$ cat src/rtl/msl_defines.svh
// Constants of the multiply-accumulate slice: offsets, field positions, resets, widths
// Behaviour
// RL1: Normal mode multiplies signed 18-bit A and B into a 36-bit product.
// RL2: Unsigned products of operands up to 17 bits are supported as well.
// RL3: Dot mode uses two 9x9 multipliers: A low by B high plus A high by B low.
// RL4: The dot-mode sum sits in the upper 35 of 44 bits, scaled by 512.
// RL5: Add result equals product plus C plus D plus carry-in.
// RL6: The adder may take product plus C, product plus D, or all three.
// RL7: Subtract result equals C plus D plus carry-in minus the product.
// RL8: A, B, C, P and control registers exist and each can be bypassed.
// RL9: Operand C is a registered 44-bit input apart from the multiplier inputs.
// RL10: Every register holds its value while its enable is low.
// RL11: Chain input reaches the D path with no register in the slice.
// RL12: Chain output carries the result; slices chain output to next input.
// RL13: Chain select high picks the chain input for D, shifted when asked.
// RL14: Loopback select picks the own result for D; both selects low give zero.
// RL15: With shift asserted the chosen D source is shifted right arithmetically.
// RL16: An overflow flag marks adder overflow for width extension outside.
// RL17: Outside logic saturates using the overflow flag and result sign bit.
// RL18: Upper tick drives upper halves, upper result and control; lower tick the rest. The code clocks C on the upper tick as well.
// RL19: In normal mode outside logic drives both halves of each pair alike.
// RL20: Operand halves each have async and sync active-low clears of their own.
// RL21: Dot mode is chosen by a static configuration bit; otherwise normal mode.
// RL22: The 44-bit result wraps in two's complement, never saturates internally.
// RL23: Each enabled register stage adds exactly one cycle on its tick.
`ifndef MSL_DEFINES_SVH
`define MSL_DEFINES_SVH
`define MSL_CFG_OFFSET    12'h000
`define MSL_STAT_OFFSET   12'h004
`define MSL_RESLO_OFFSET  12'h008
`define MSL_RESHI_OFFSET  12'h00C
`define MSL_CFG_RESET     11'h600
`define MSL_CFG_DUAL      0
`define MSL_CFG_UNSIGNED  1
`define MSL_CFG_A_BYP_LO  2
`define MSL_CFG_A_BYP_HI  3
`define MSL_CFG_B_BYP_LO  4
`define MSL_CFG_B_BYP_HI  5
`define MSL_CFG_C_BYP     6
`define MSL_CFG_P_BYP     7
`define MSL_CFG_CTRL_BYP  8
`define MSL_CFG_ADD_C     9
`define MSL_CFG_ADD_D     10
`define MSL_CFG_WIDTH     11
`define MSL_SHIFT         17
`define MSL_DOT_SCALE     9
`endif

$ cat src/rtl/msl_pkg.sv
// Types shared by the multiply-accumulate slice
package msl_pkg;
   typedef struct packed {
      logic chain_select;
      logic loopback_select;
      logic shift_right_seventeen;
      logic subtract_select;
      logic adder_carry_input;
   } msl_ctrl_t;
endpackage : msl_pkg

$ cat src/rtl/msl_slice.sv
// Multiply-accumulate slice with register stages and APB configuration port
`timescale 1ns/1ps
`default_nettype none
`include "msl_defines.svh"

// ==========================================================================
// Register stage: tick-gated, enable, sync clear, async clear, bypass
// ==========================================================================
module msl_stage #(
   parameter int W = 1
) (
   input  wire logic         clk,
   input  wire logic         rst_n,
   input  wire logic         tick,
   input  wire logic         en,
   input  wire logic         sclr_n,
   input  wire logic         bypass,
   input  wire logic [W-1:0] d,
   output logic      [W-1:0] q,
   output logic      [W-1:0] qr
);
   logic [W-1:0] q_reg;
   logic [W-1:0] q_next;

   always_comb begin
      q_next = q_reg;
      if (tick) begin
         if (!sclr_n) begin
            q_next = '0;
         end else if (en) begin // RL10 RL23
            q_next = d;
         end
      end
   end

   always_ff @(posedge clk or negedge rst_n) begin
      if (!rst_n) begin
         q_reg <= '0;
      end else begin
         q_reg <= q_next;
      end
   end

   assign q  = bypass ? d : q_reg; // RL8
   assign qr = q_reg;
endmodule : msl_stage

// ==========================================================================
// Slice top
// ==========================================================================
module msl_slice
   import msl_pkg::*;
(
   input  wire logic             pclk,
   input  wire logic             presetn,
   input  wire logic             psel,
   input  wire logic             penable,
   input  wire logic             pwrite,
   input  wire logic [11:0]      paddr,
   input  wire logic [31:0]      pwdata,
   output logic      [31:0]      prdata,
   output logic                  pready,
   output logic                  pslverr,
   input  wire logic [1:0]       clock_tick,
   input  wire logic [17:0]      operand_a,
   input  wire logic [1:0]       operand_a_enable,
   input  wire logic [1:0]       operand_a_async_clear_n,
   input  wire logic [1:0]       operand_a_sync_clear_n,
   input  wire logic [17:0]      operand_b,
   input  wire logic [1:0]       operand_b_enable,
   input  wire logic [1:0]       operand_b_async_clear_n,
   input  wire logic [1:0]       operand_b_sync_clear_n,
   input  wire logic [43:0]      operand_c,
   input  wire logic             operand_c_enable,
   input  wire logic             operand_c_async_clear_n,
   input  wire logic             operand_c_sync_clear_n,
   input  wire msl_ctrl_t        ctrl_in,
   input  wire logic             ctrl_enable,
   input  wire logic [43:0]      chain_in,
   input  wire logic [1:0]       result_enable,
   input  wire logic [1:0]       result_async_clear_n,
   input  wire logic [1:0]       result_sync_clear_n,
   output logic      [43:0]      result,
   output logic      [43:0]      chain_out,
   output logic                  overflow_flag
);
   // =======================================================================
   // Configuration and APB slave
   // =======================================================================
   logic [`MSL_CFG_WIDTH-1:0] cfg_reg;
   logic [`MSL_CFG_WIDTH-1:0] cfg_next;
   logic                      pready_reg;
   logic                      pready_next;
   logic [31:0]               prdata_reg;
   logic [31:0]               prdata_next;
   logic                      pslverr_reg;
   logic                      pslverr_next;
   logic [43:0]               p_full_r;
   logic                      ovfl_r;
   logic                      known;

   // One wait state: data and ready are registered in the first access cycle
   always_comb begin
      cfg_next     = cfg_reg;
      pready_next  = 1'b0;
      prdata_next  = prdata_reg;
      pslverr_next = 1'b0;
      known        = (paddr == `MSL_CFG_OFFSET) || (paddr == `MSL_STAT_OFFSET) ||
                     (paddr == `MSL_RESLO_OFFSET) || (paddr == `MSL_RESHI_OFFSET);
      if (psel && penable && !pready_reg) begin
         pready_next  = 1'b1;
         pslverr_next = !known;
         prdata_next  = 32'h0000_0000;
         if (!pwrite) begin
            unique case (paddr)
               `MSL_CFG_OFFSET:   prdata_next = {21'h00_0000, cfg_reg};
               `MSL_STAT_OFFSET:  prdata_next = {30'h0000_0000, cfg_reg[`MSL_CFG_DUAL], ovfl_r};
               `MSL_RESLO_OFFSET: prdata_next = p_full_r[31:0];
               `MSL_RESHI_OFFSET: prdata_next = {20'h0_0000, p_full_r[43:32]};
               default:           prdata_next = 32'h0000_0000;
            endcase
         end
      end
      if (psel && penable && pready_reg && pwrite && (paddr == `MSL_CFG_OFFSET)) begin
         cfg_next = pwdata[`MSL_CFG_WIDTH-1:0];
      end
   end

   always_ff @(posedge pclk or negedge presetn) begin
      if (!presetn) begin
         cfg_reg     <= `MSL_CFG_RESET;
         pready_reg  <= 1'b0;
         prdata_reg  <= 32'h0000_0000;
         pslverr_reg <= 1'b0;
      end else begin
         cfg_reg     <= cfg_next;
         pready_reg  <= pready_next;
         prdata_reg  <= prdata_next;
         pslverr_reg <= pslverr_next;
      end
   end

   assign pready  = pready_reg;
   assign prdata  = prdata_reg;
   assign pslverr = pslverr_reg;

   // =======================================================================
   // Input and control stages
   // =======================================================================
   logic [8:0]  a_hi_q, a_lo_q, b_hi_q, b_lo_q;
   logic [43:0] c_q;
   msl_ctrl_t   ctrl_q;

   // Async clears are merged with the bus reset; a pin clear acts at once
   msl_stage #(.W(9)) u_a_hi (.clk(pclk), .rst_n(presetn & operand_a_async_clear_n[1]),
      .tick(clock_tick[1]), .en(operand_a_enable[1]), .sclr_n(operand_a_sync_clear_n[1]),
      .bypass(cfg_reg[`MSL_CFG_A_BYP_HI]), .d(operand_a[17:9]), .q(a_hi_q), .qr()); // RL18 RL20
   msl_stage #(.W(9)) u_a_lo (.clk(pclk), .rst_n(presetn & operand_a_async_clear_n[0]),
      .tick(clock_tick[0]), .en(operand_a_enable[0]), .sclr_n(operand_a_sync_clear_n[0]),
      .bypass(cfg_reg[`MSL_CFG_A_BYP_LO]), .d(operand_a[8:0]), .q(a_lo_q), .qr()); // RL18 RL20
   msl_stage #(.W(9)) u_b_hi (.clk(pclk), .rst_n(presetn & operand_b_async_clear_n[1]),
      .tick(clock_tick[1]), .en(operand_b_enable[1]), .sclr_n(operand_b_sync_clear_n[1]),
      .bypass(cfg_reg[`MSL_CFG_B_BYP_HI]), .d(operand_b[17:9]), .q(b_hi_q), .qr()); // RL18 RL20
   msl_stage #(.W(9)) u_b_lo (.clk(pclk), .rst_n(presetn & operand_b_async_clear_n[0]),
      .tick(clock_tick[0]), .en(operand_b_enable[0]), .sclr_n(operand_b_sync_clear_n[0]),
      .bypass(cfg_reg[`MSL_CFG_B_BYP_LO]), .d(operand_b[8:0]), .q(b_lo_q), .qr()); // RL18 RL20
   msl_stage #(.W(44)) u_c (.clk(pclk), .rst_n(presetn & operand_c_async_clear_n),
      .tick(clock_tick[1]), .en(operand_c_enable), .sclr_n(operand_c_sync_clear_n),
      .bypass(cfg_reg[`MSL_CFG_C_BYP]), .d(operand_c), .q(c_q), .qr()); // RL9
   msl_stage #(.W($bits(msl_ctrl_t))) u_ctrl (.clk(pclk), .rst_n(presetn),
      .tick(clock_tick[1]), .en(ctrl_enable), .sclr_n(1'b1),
      .bypass(cfg_reg[`MSL_CFG_CTRL_BYP]), .d(ctrl_in), .q(ctrl_q), .qr()); // RL18

   // =======================================================================
   // Multiplier
   // =======================================================================
   logic [17:0]        a_q, b_q, a_ext, b_ext;
   logic signed [35:0] prod_n;
   logic signed [17:0] pp_lh, pp_hl;
   logic signed [18:0] dot_sum;
   logic [43:0]        prod44;

   assign a_q = {a_hi_q, a_lo_q};
   assign b_q = {b_hi_q, b_lo_q};
   // Unsigned mode: bit 17 forced low so the signed array yields 17x17 unsigned
   assign a_ext = cfg_reg[`MSL_CFG_UNSIGNED] ? {1'b0, a_q[16:0]} : a_q; // RL2
   assign b_ext = cfg_reg[`MSL_CFG_UNSIGNED] ? {1'b0, b_q[16:0]} : b_q; // RL2
   assign prod_n  = $signed(a_ext) * $signed(b_ext); // RL1
   assign pp_lh   = $signed(a_lo_q) * $signed(b_hi_q); // RL3
   assign pp_hl   = $signed(a_hi_q) * $signed(b_lo_q); // RL3
   assign dot_sum = {pp_lh[17], pp_lh} + {pp_hl[17], pp_hl}; // RL3
   assign prod44  = cfg_reg[`MSL_CFG_DUAL] ?
                    {{16{dot_sum[18]}}, dot_sum, 9'h000} : // RL4 RL21
                    {{8{prod_n[35]}}, prod_n};

   // =======================================================================
   // D selection and adder
   // =======================================================================
   logic [43:0]        d_src, d_val, c_term, d_term;
   logic signed [45:0] pw, cw, dw, cinw, wide;

   always_comb begin
      if (ctrl_q.chain_select) begin
         d_src = chain_in; // RL11 RL13
      end else if (ctrl_q.loopback_select) begin
         d_src = p_full_r; // RL14
      end else begin
         d_src = 44'h000_0000_0000; // RL14
      end
   end

   assign d_val  = ctrl_q.shift_right_seventeen ?
                   44'($signed(d_src) >>> `MSL_SHIFT) : d_src; // RL15
   assign c_term = cfg_reg[`MSL_CFG_ADD_C] ? c_q : 44'h000_0000_0000; // RL6
   assign d_term = cfg_reg[`MSL_CFG_ADD_D] ? d_val : 44'h000_0000_0000; // RL6
   assign pw     = {{2{prod44[43]}}, prod44};
   assign cw     = {{2{c_term[43]}}, c_term};
   assign dw     = {{2{d_term[43]}}, d_term};
   assign cinw   = {45'h0000_0000_0000, ctrl_q.adder_carry_input};
   assign wide   = ctrl_q.subtract_select ? (cw + dw + cinw - pw) : // RL7
                                            (pw + cw + dw + cinw); // RL5

   // =======================================================================
   // Result stages; overflow is any 46-bit sum not fitting 44 signed bits
   // =======================================================================
   logic [25:0] p_hi_q, p_hi_r;
   logic [17:0] p_lo_q, p_lo_r;
   logic        ovfl_d, ovfl_q;

   assign ovfl_d = !((wide[45:43] == 3'h0) || (wide[45:43] == 3'h7)); // RL16

   msl_stage #(.W(26)) u_p_hi (.clk(pclk), .rst_n(presetn & result_async_clear_n[1]),
      .tick(clock_tick[1]), .en(result_enable[1]), .sclr_n(result_sync_clear_n[1]),
      .bypass(cfg_reg[`MSL_CFG_P_BYP]), .d(wide[43:18]), .q(p_hi_q), .qr(p_hi_r)); // RL18 RL22
   msl_stage #(.W(18)) u_p_lo (.clk(pclk), .rst_n(presetn & result_async_clear_n[0]),
      .tick(clock_tick[0]), .en(result_enable[0]), .sclr_n(result_sync_clear_n[0]),
      .bypass(cfg_reg[`MSL_CFG_P_BYP]), .d(wide[17:0]), .q(p_lo_q), .qr(p_lo_r)); // RL18 RL22
   msl_stage #(.W(1)) u_ovfl (.clk(pclk), .rst_n(presetn & result_async_clear_n[1]),
      .tick(clock_tick[1]), .en(result_enable[1]), .sclr_n(result_sync_clear_n[1]),
      .bypass(cfg_reg[`MSL_CFG_P_BYP]), .d(ovfl_d), .q(ovfl_q), .qr(ovfl_r)); // RL16

   // Loopback always reads the register, so a bypassed result makes no loop
   assign p_full_r      = {p_hi_r, p_lo_r};
   assign result        = {p_hi_q, p_lo_q};
   assign chain_out     = {p_hi_q, p_lo_q}; // RL12
   assign overflow_flag = ovfl_q; // RL16 RL17
endmodule : msl_slice
`default_nettype wire

$ cat config.mk
export PLATFORM = sky130hd
export DESIGN_NAME = msl_slice
export DESIGN_NICKNAME = d
export VERILOG_FILES = /design/src/rtl/msl_pkg.sv /design/src/rtl/msl_slice.sv
export VERILOG_INCLUDE_DIRS = /design/src /design/src/rtl
export SDC_FILE = /design/constraint.sdc
export NUM_CORES = 2
export LEC_CHECK = 0
export BUFFER_PORTS_ARGS = -buffer_cell sky130_fd_sc_hd__buf_2
export CAP_MARGIN = 20
export CELL_PAD_IN_SITES_DETAIL_PLACEMENT = 1
export CELL_PAD_IN_SITES_GLOBAL_PLACEMENT = 1
export CORE_UTILIZATION = 40
export DETAILED_ROUTE_END_ITERATION = 8
export PLACE_DENSITY = 0.8
export SYNTH_ARGS = -nofsm -noshare
export SYNTH_HDL_FRONTEND = slang
export SYNTH_HIERARCHICAL = 1
export SYNTH_SLANG_ARGS = --single-unit
$ cat constraint.sdc
create_clock -name pclk -period 21.1 [get_ports pclk]
set_input_delay 4.22 -clock pclk [delete_from_list [all_inputs] [get_ports pclk]]
set_output_delay 4.22 -clock pclk [all_outputs]
set_load 0.02 [all_outputs]
# Word level (Yosys, flattened, before mapping)
# Cells that the tools add are included.
# op_classes
reduce_logical,22
add_sub_neg,7
bitwise,7
multipliers,3
eq_ne,11
n_mux,38
# ops
operator,n
two-way mux 44 bit,8
case mux 32 bit (4 select lines),1
two-way mux 9 bit,12
adder 44 x 44 -> 45 bit,2
two-way mux 18 bit,5
two-way mux 26 bit,3
adder 45 x 2 -> 46 bit,1
adder 45 x 44 -> 46 bit,1
adder 46 x 2 -> 46 bit,1
two-way mux 46 bit,1
subtractor 46 x 44 -> 46 bit,1
two-way mux 43 bit,1
multiplier 18 x 18 -> 36 bit,1
multiplier 9 x 9 -> 18 bit,2
two-way mux 32 bit,1
"equality test 12 x 4 -> 1 bit, second input constant",2
adder 18 x 18 -> 19 bit,1
AND reduction 2 bit,8
"!= test 2 bit, second input constant",7
"equality test 12 x 3 -> 1 bit, second input constant",1
zero test 12 bit,1
bitwise AND 1 bit,7
logical AND 1 bit,5
two-way mux 1 bit,5
5 further kinds,10
# word_totals
out_inout_bits,123
elab_cells,101
ff_bits,175
in_bits,202

# Logic depth before layout (Yosys ltp)
# logic_depth
word_depth,14
mapped_depth,45
mapped_depth_nobuf,42

# Cells and area by module
# The synthesis kept the hierarchy.
# modules_own_cells
mod,cells_each,area_per_inst_um2,instances,seq_area_each_um2
msl_slice,3395,28631.2,1,1128.6
msl_stage (u_c),249,2824.0,1,1101.1
msl_stage (u_a_hi ...),50,601.8,4,225.2
msl_stage (u_p_hi),147,1651.6,1,650.6
msl_stage (u_p_lo),101,1141.1,1,450.4
msl_stage (u_ctrl),33,319.1,1,125.1
msl_stage (u_ovfl),6,65.1,1,25.0

# Worst setup path after synthesis
# Ideal clock, no wire load.
# synth_path
path_kind,input to output
start,input operand_a[8]
end,output result[39]
path_buffers,5
arrival_ns,14.165
required_ns,16.880
path_stages,41
path_slack_ns,2.715
cell_sequence,mux2_2 -> clkbuf_1 -> clkbuf_1 -> nand2_1 -> fa_1 -> inv_1 -> fa_1 -> inv_1 -> fa_1 -> inv_1 -> fa_1 -> fa_1 -> fa_1 -> ha_1 -> ha_1 -> a21o_1 -> a21o_1 -> a41o_1 -> [... 5 more ...] -> buf_2 -> o21ai_0 -> fa_1 -> inv_1 -> ha_1 -> clkbuf_1 -> a21o_1 -> a31o_2 -> a221o_1 -> nor4bb_1 -> a21oi_1 -> a21o_1 -> a31oi_1 -> o21bai_1 -> xnor2_1 -> mux2i_1 -> mux2_1 -> buf_4
# synth_between
elab_chain_cells,9
word_cells_on_any_way,12
cone_classes,add/sub (5); mul (2); mux (5)
# synth_rtl
item,line_no,source
start: declaration,msl_slice.sv:65,"input wire logic [17:0] operand_a,"
two-way mux 9 bit (*),msl_slice.sv:44,assign q = bypass ? d : q_reg;
multiplier 9 x 9 -> 18 bit or two-way mux 18 bit (tied branches),"msl_slice.sv:189, msl_slice.sv:186",
adder 18 x 18 -> 19 bit or multiplier 18 x 18 -> 36 bit (tied branches),"msl_slice.sv:191, msl_slice.sv:188",
two-way mux 44 bit (*),msl_slice.sv:192,assign prod44 = cfg_reg[`MSL_CFG_DUAL] ?
adder 44 x 44 -> 45 bit,msl_slice.sv:221,(pw + cw + dw + cinw);
adder 45 x 44 -> 46 bit,msl_slice.sv:221,
adder 46 x 2 -> 46 bit,msl_slice.sv:221,
two-way mux 46 bit (*),msl_slice.sv:220,assign wide = ctrl_q.subtract_select ? (cw + dw + cinw - pw) :
named net wide[39],msl_slice.sv:200,"logic signed [45:0] pw, cw, dw, cinw, wide;"
two-way mux 26 bit (*),msl_slice.sv:44,
end: declaration,msl_slice.sv:83,"output logic [43:0] result,"
# The timed path passes the listed nets; every way through them passes the cells marked *.

# Worst setup path after layout
# layout_path
start,input operand_b[0]
end,output overflow_flag
# layout_between
elab_chain_cells,12
word_cells_on_any_way,16
cone_classes,add/sub (5); mul (2); eq/ne (1); mux (5); reduce/logical (3)
# layout_rtl
item,line_no,source
start: declaration,msl_slice.sv:69,"input wire logic [17:0] operand_b,"
two-way mux 9 bit (*),msl_slice.sv:44,
named net b_lo_q[0],msl_slice.sv:150,"logic [8:0] a_hi_q, a_lo_q, b_hi_q, b_lo_q;"
multiplier 9 x 9 -> 18 bit or two-way mux 18 bit (tied branches),"msl_slice.sv:190, msl_slice.sv:187",
adder 18 x 18 -> 19 bit or multiplier 18 x 18 -> 36 bit (tied branches),"msl_slice.sv:191, msl_slice.sv:188",
two-way mux 44 bit (*),msl_slice.sv:192,
adder 44 x 44 -> 45 bit,msl_slice.sv:221,
adder 45 x 44 -> 46 bit,msl_slice.sv:221,
adder 46 x 2 -> 46 bit,msl_slice.sv:221,
two-way mux 46 bit (*),msl_slice.sv:220,
named net wide[43],msl_slice.sv:200,
equality test 3 bit or zero test 3 bit (tied branches),msl_slice.sv:230,assign ovfl_d = !((wide[45:43] == 3'h0) || (wide[45:43] == 3'h7));
logical OR 1 bit (*),msl_slice.sv:230,
zero test 1 bit (*),msl_slice.sv:230,
named net ovfl_d,msl_slice.sv:228,"logic ovfl_d, ovfl_q;"
two-way mux 1 bit (*),msl_slice.sv:44,
end: declaration,msl_slice.sv:85,output logic overflow_flag
# Marked as above.

==> reports/results.tsv <==
stage	metric	value	unit
outcome	status	finished, final reports clean	
sta	hold_viol	0	
clock_tree	cts_buffers	17	
clock_tree	holdBufCountCts	0	
worst_setup_path	crit_path_frequent_cell	fa_1	
synthesis	synthDistinctLibCells	93	
power_and_ir_drop	powerDensity	130	nW/um^2
sta	worst_pin_slew	1.03	ns
global_routing	grt_pass1_wl	198	mm
route	drc	0	
placed_design	numPortBuffers	303	
global_routing	grt_overflow	0	
worst_hold_path	hold_path.class	reg2reg	
sta	worst_hold_slack	0.501	ns
sta	finalSetupViolCount	0	
layout	fin_area	39600	um^2
sta	maxSlewViolCount	0	
clock_tree	cts_tree	yes	
die	core	91700	um^2
clock_tree	cts-htree-levels	4	
route	wl_per_cell	23.8	um
die	initial_utilization	40.4	%
global_routing	grt_pass1_vias	33650	
route	via_per_inst	5.64	
die	die_w	306	um
placed_design	dp.cells	5388	
placed_design	postPlaceCellArea	38800	um^2
route	drtIter0Drc	2095	
clock_tree	clock-sinks	175	
synthesis	ys.flop_type	dfrtp_1	
worst_setup_path	cp_max_fo	18	
die	std_cell_rows	111	
worst_setup_path	crit_arrival	16.35	ns
synthesis	synth.top_cells.by_area	fa_1 (30%), dfrtp_1 (12%), ha_1 (8.5%)	
layout	drive_above_1_share	12.4	%
synthesis	synth_edf_count	0	
clock_tree	root_buffer	clkbuf_16	
placed_design	hpwlAfterDp	107	mm
sta	rsz0062_at_grt	no	
worst_setup_path	critPathLaunchType	primary input	
power_and_ir_drop	ir_worst_vdd	0.000100	V
sta	relSlewSlack	31.3	%
placed_design	gp_congestion	0.932	
layout	layout.cells.non_filler	5425	
clock_tree	cts.clk_slew.worst_paths	0.09	ns
clock_tree	ctsResizeCount	0	
sta	clock_skew	0.0312	ns
sta	fin_setup_tns	0	ns
clock_tree	clock_latency	0.55	ns
synthesis	ys_warn_count	6	
worst_setup_path	required	16.88	ns
worst_setup_path	crit_path_top_delay_cell	o21a_1	
die	die-height	306	um
sta	timing.fmax	0.0486	GHz
synthesis	ys_ff_latch	175	
synthesis	yosys.area.top_type	fa_1	
synthesis	syn_avg_cell_area	8.97	um^2
layout	final_nets	5237	
route	wirelength	129	mm
power_and_ir_drop	power.total	5.14	mW
layout	final_common_cell	inv_1	
synthesis	synth_area	37000	um^2
worst_setup_path	crit_type	in2out	
power_and_ir_drop	cellLeakagePower	21.1	nW
route	ant_nets	0	
synthesis	syn-num-nets	5145	
synthesis	seq_area_frac_synth	11.8	%
layout	largest_reg_flops	44	
global_routing	antenna_found_initial	10	
sta	finalCritPeriodShare	97.5	%
layout	layout_common_cells	inv_1 (735), fa_1 (559), nand2_1 (411)	
synthesis	syn_inst	4131	
worst_setup_path	endpoint_kind	primary output	
run	maxCapViolCount	0	
die	ioPinCount	325	
layout	area_growth	6.79	%
global_routing	grt_max_degree	112	
synthesis	synth.top_cell.area_share	30.2	%
worst_setup_path	max_stage_delay	0.59	ns
die	dieArea	93800	um^2
global_routing	track_usage	27.8	%
clock_tree	clk_path_buf_depth	2	
synthesis	synthArstFlopShare	100	%
route	drtPass1Iterations	5	
route	vias	30618	
sta	min_period	20.57	ns
clock_tree	cts_setup_buffers	0	
==> stage by stage <==
| step | setup slack, ns | util (%) |
|---|---|---|
| final | 0.530 | 43.2 |
| after global routing | 0.159 | 43.1 |
| after CTS | 0.624 | 43.1 |
| after detailed placement | 0.660 | 42.4 |
| after global placement | 0.908 | 42.4 |
| after floorplan | 2.72 | - |
==> path summary, 6_finish.rpt <==
kind | from | end | slack [ns] | cells after the start
setup / recovery | operand_b[0] | overflow_flag | 0.53 | 35
hold / removal | prdata[5] | prdata[5] | 0.50 | 2
setup reg to reg | cfg_reg[4] | u_ovfl/qr | 8.00 | 34
hold reg to reg | prdata[5] | prdata[5] | 0.50 | 2
max in group asynchronous | presetn | u_p_lo/qr[0] | 15.78 | 3
min in group asynchronous | operand_a_async_clear_n[1] | u_a_hi/qr[1] | 3.71 | 2
==> cells in the mapped netlist, types with 17 or more instances <==
cell type	count
a22o_1	23
fa_1	559
nor2b_1	85
buf_4	45
a221o_1	114
nand4_1	30
and2b_1	46
xor2_1	53
a22oi_1	34
nor2_1	108
o21a_1	27
clkbuf_1	153
ha_1	253
a21oi_1	128
a31oi_1	18
inv_1	735
o21ai_1	26
mux2_1	75
and2_1	164
or2_2	17
a21o_1	77
nand2_1	411
nand2b_1	48
and3_1	117
xnor2_1	85
nand3_1	27
o21ai_0	147
buf_2	27
dfrtp_1	173
buf_6	23
mux2_2	84
==> area by class of cell <==
class	instances	area, um^2
inverter	735	2760
tap	1186	1480
multi-input combinational	2963	28500
fill	10856	52100
clock buffer	17	425
antenna	3	7.51
clock inverter	15	231
timing repair buffer	331	1760
sequential	175	4390
==> power by group <==
group          switching [mW]  internal, mW
sequential             0.0989         0.386
combinational            2.73          1.56
clock                   0.208         0.169
==> per-layer routing <==
metal,global-route usage [%],part of all wire [%],vias to the layer above
li1,-,-,13492
met1,35.0,41,15788
met3,3.92,6.4,240
met4,11.7,4.3,10
met5,0,0.050,-
met2,47.7,49,1088
==> kinds of logic (layout without fill, tap and decap cells) <==
group	Yosys count	after routing	share of synthesized area [%]
compound gates	707	707	13.5
flops	175	175	11.8
buf+inv	993	1098	11.2
fa+ha+maj	812	812	38.8
other cells	1	4	0.0101
xor+xnor	138	138	3.26
mux	175	175	5.35
simple gates	1130	1130	16.0
==> worst max-delay path, delay by kind of cell <==
family,cells,cell delay [ns]
AOI/OAI and AO/OA,9,3.07
adders and majority gates,10,4.70
buffers and inverters,3,0.51
muxes,4,1.45
and+or+nand+nor,9,2.35
Power figures use the tool's default switching activity.
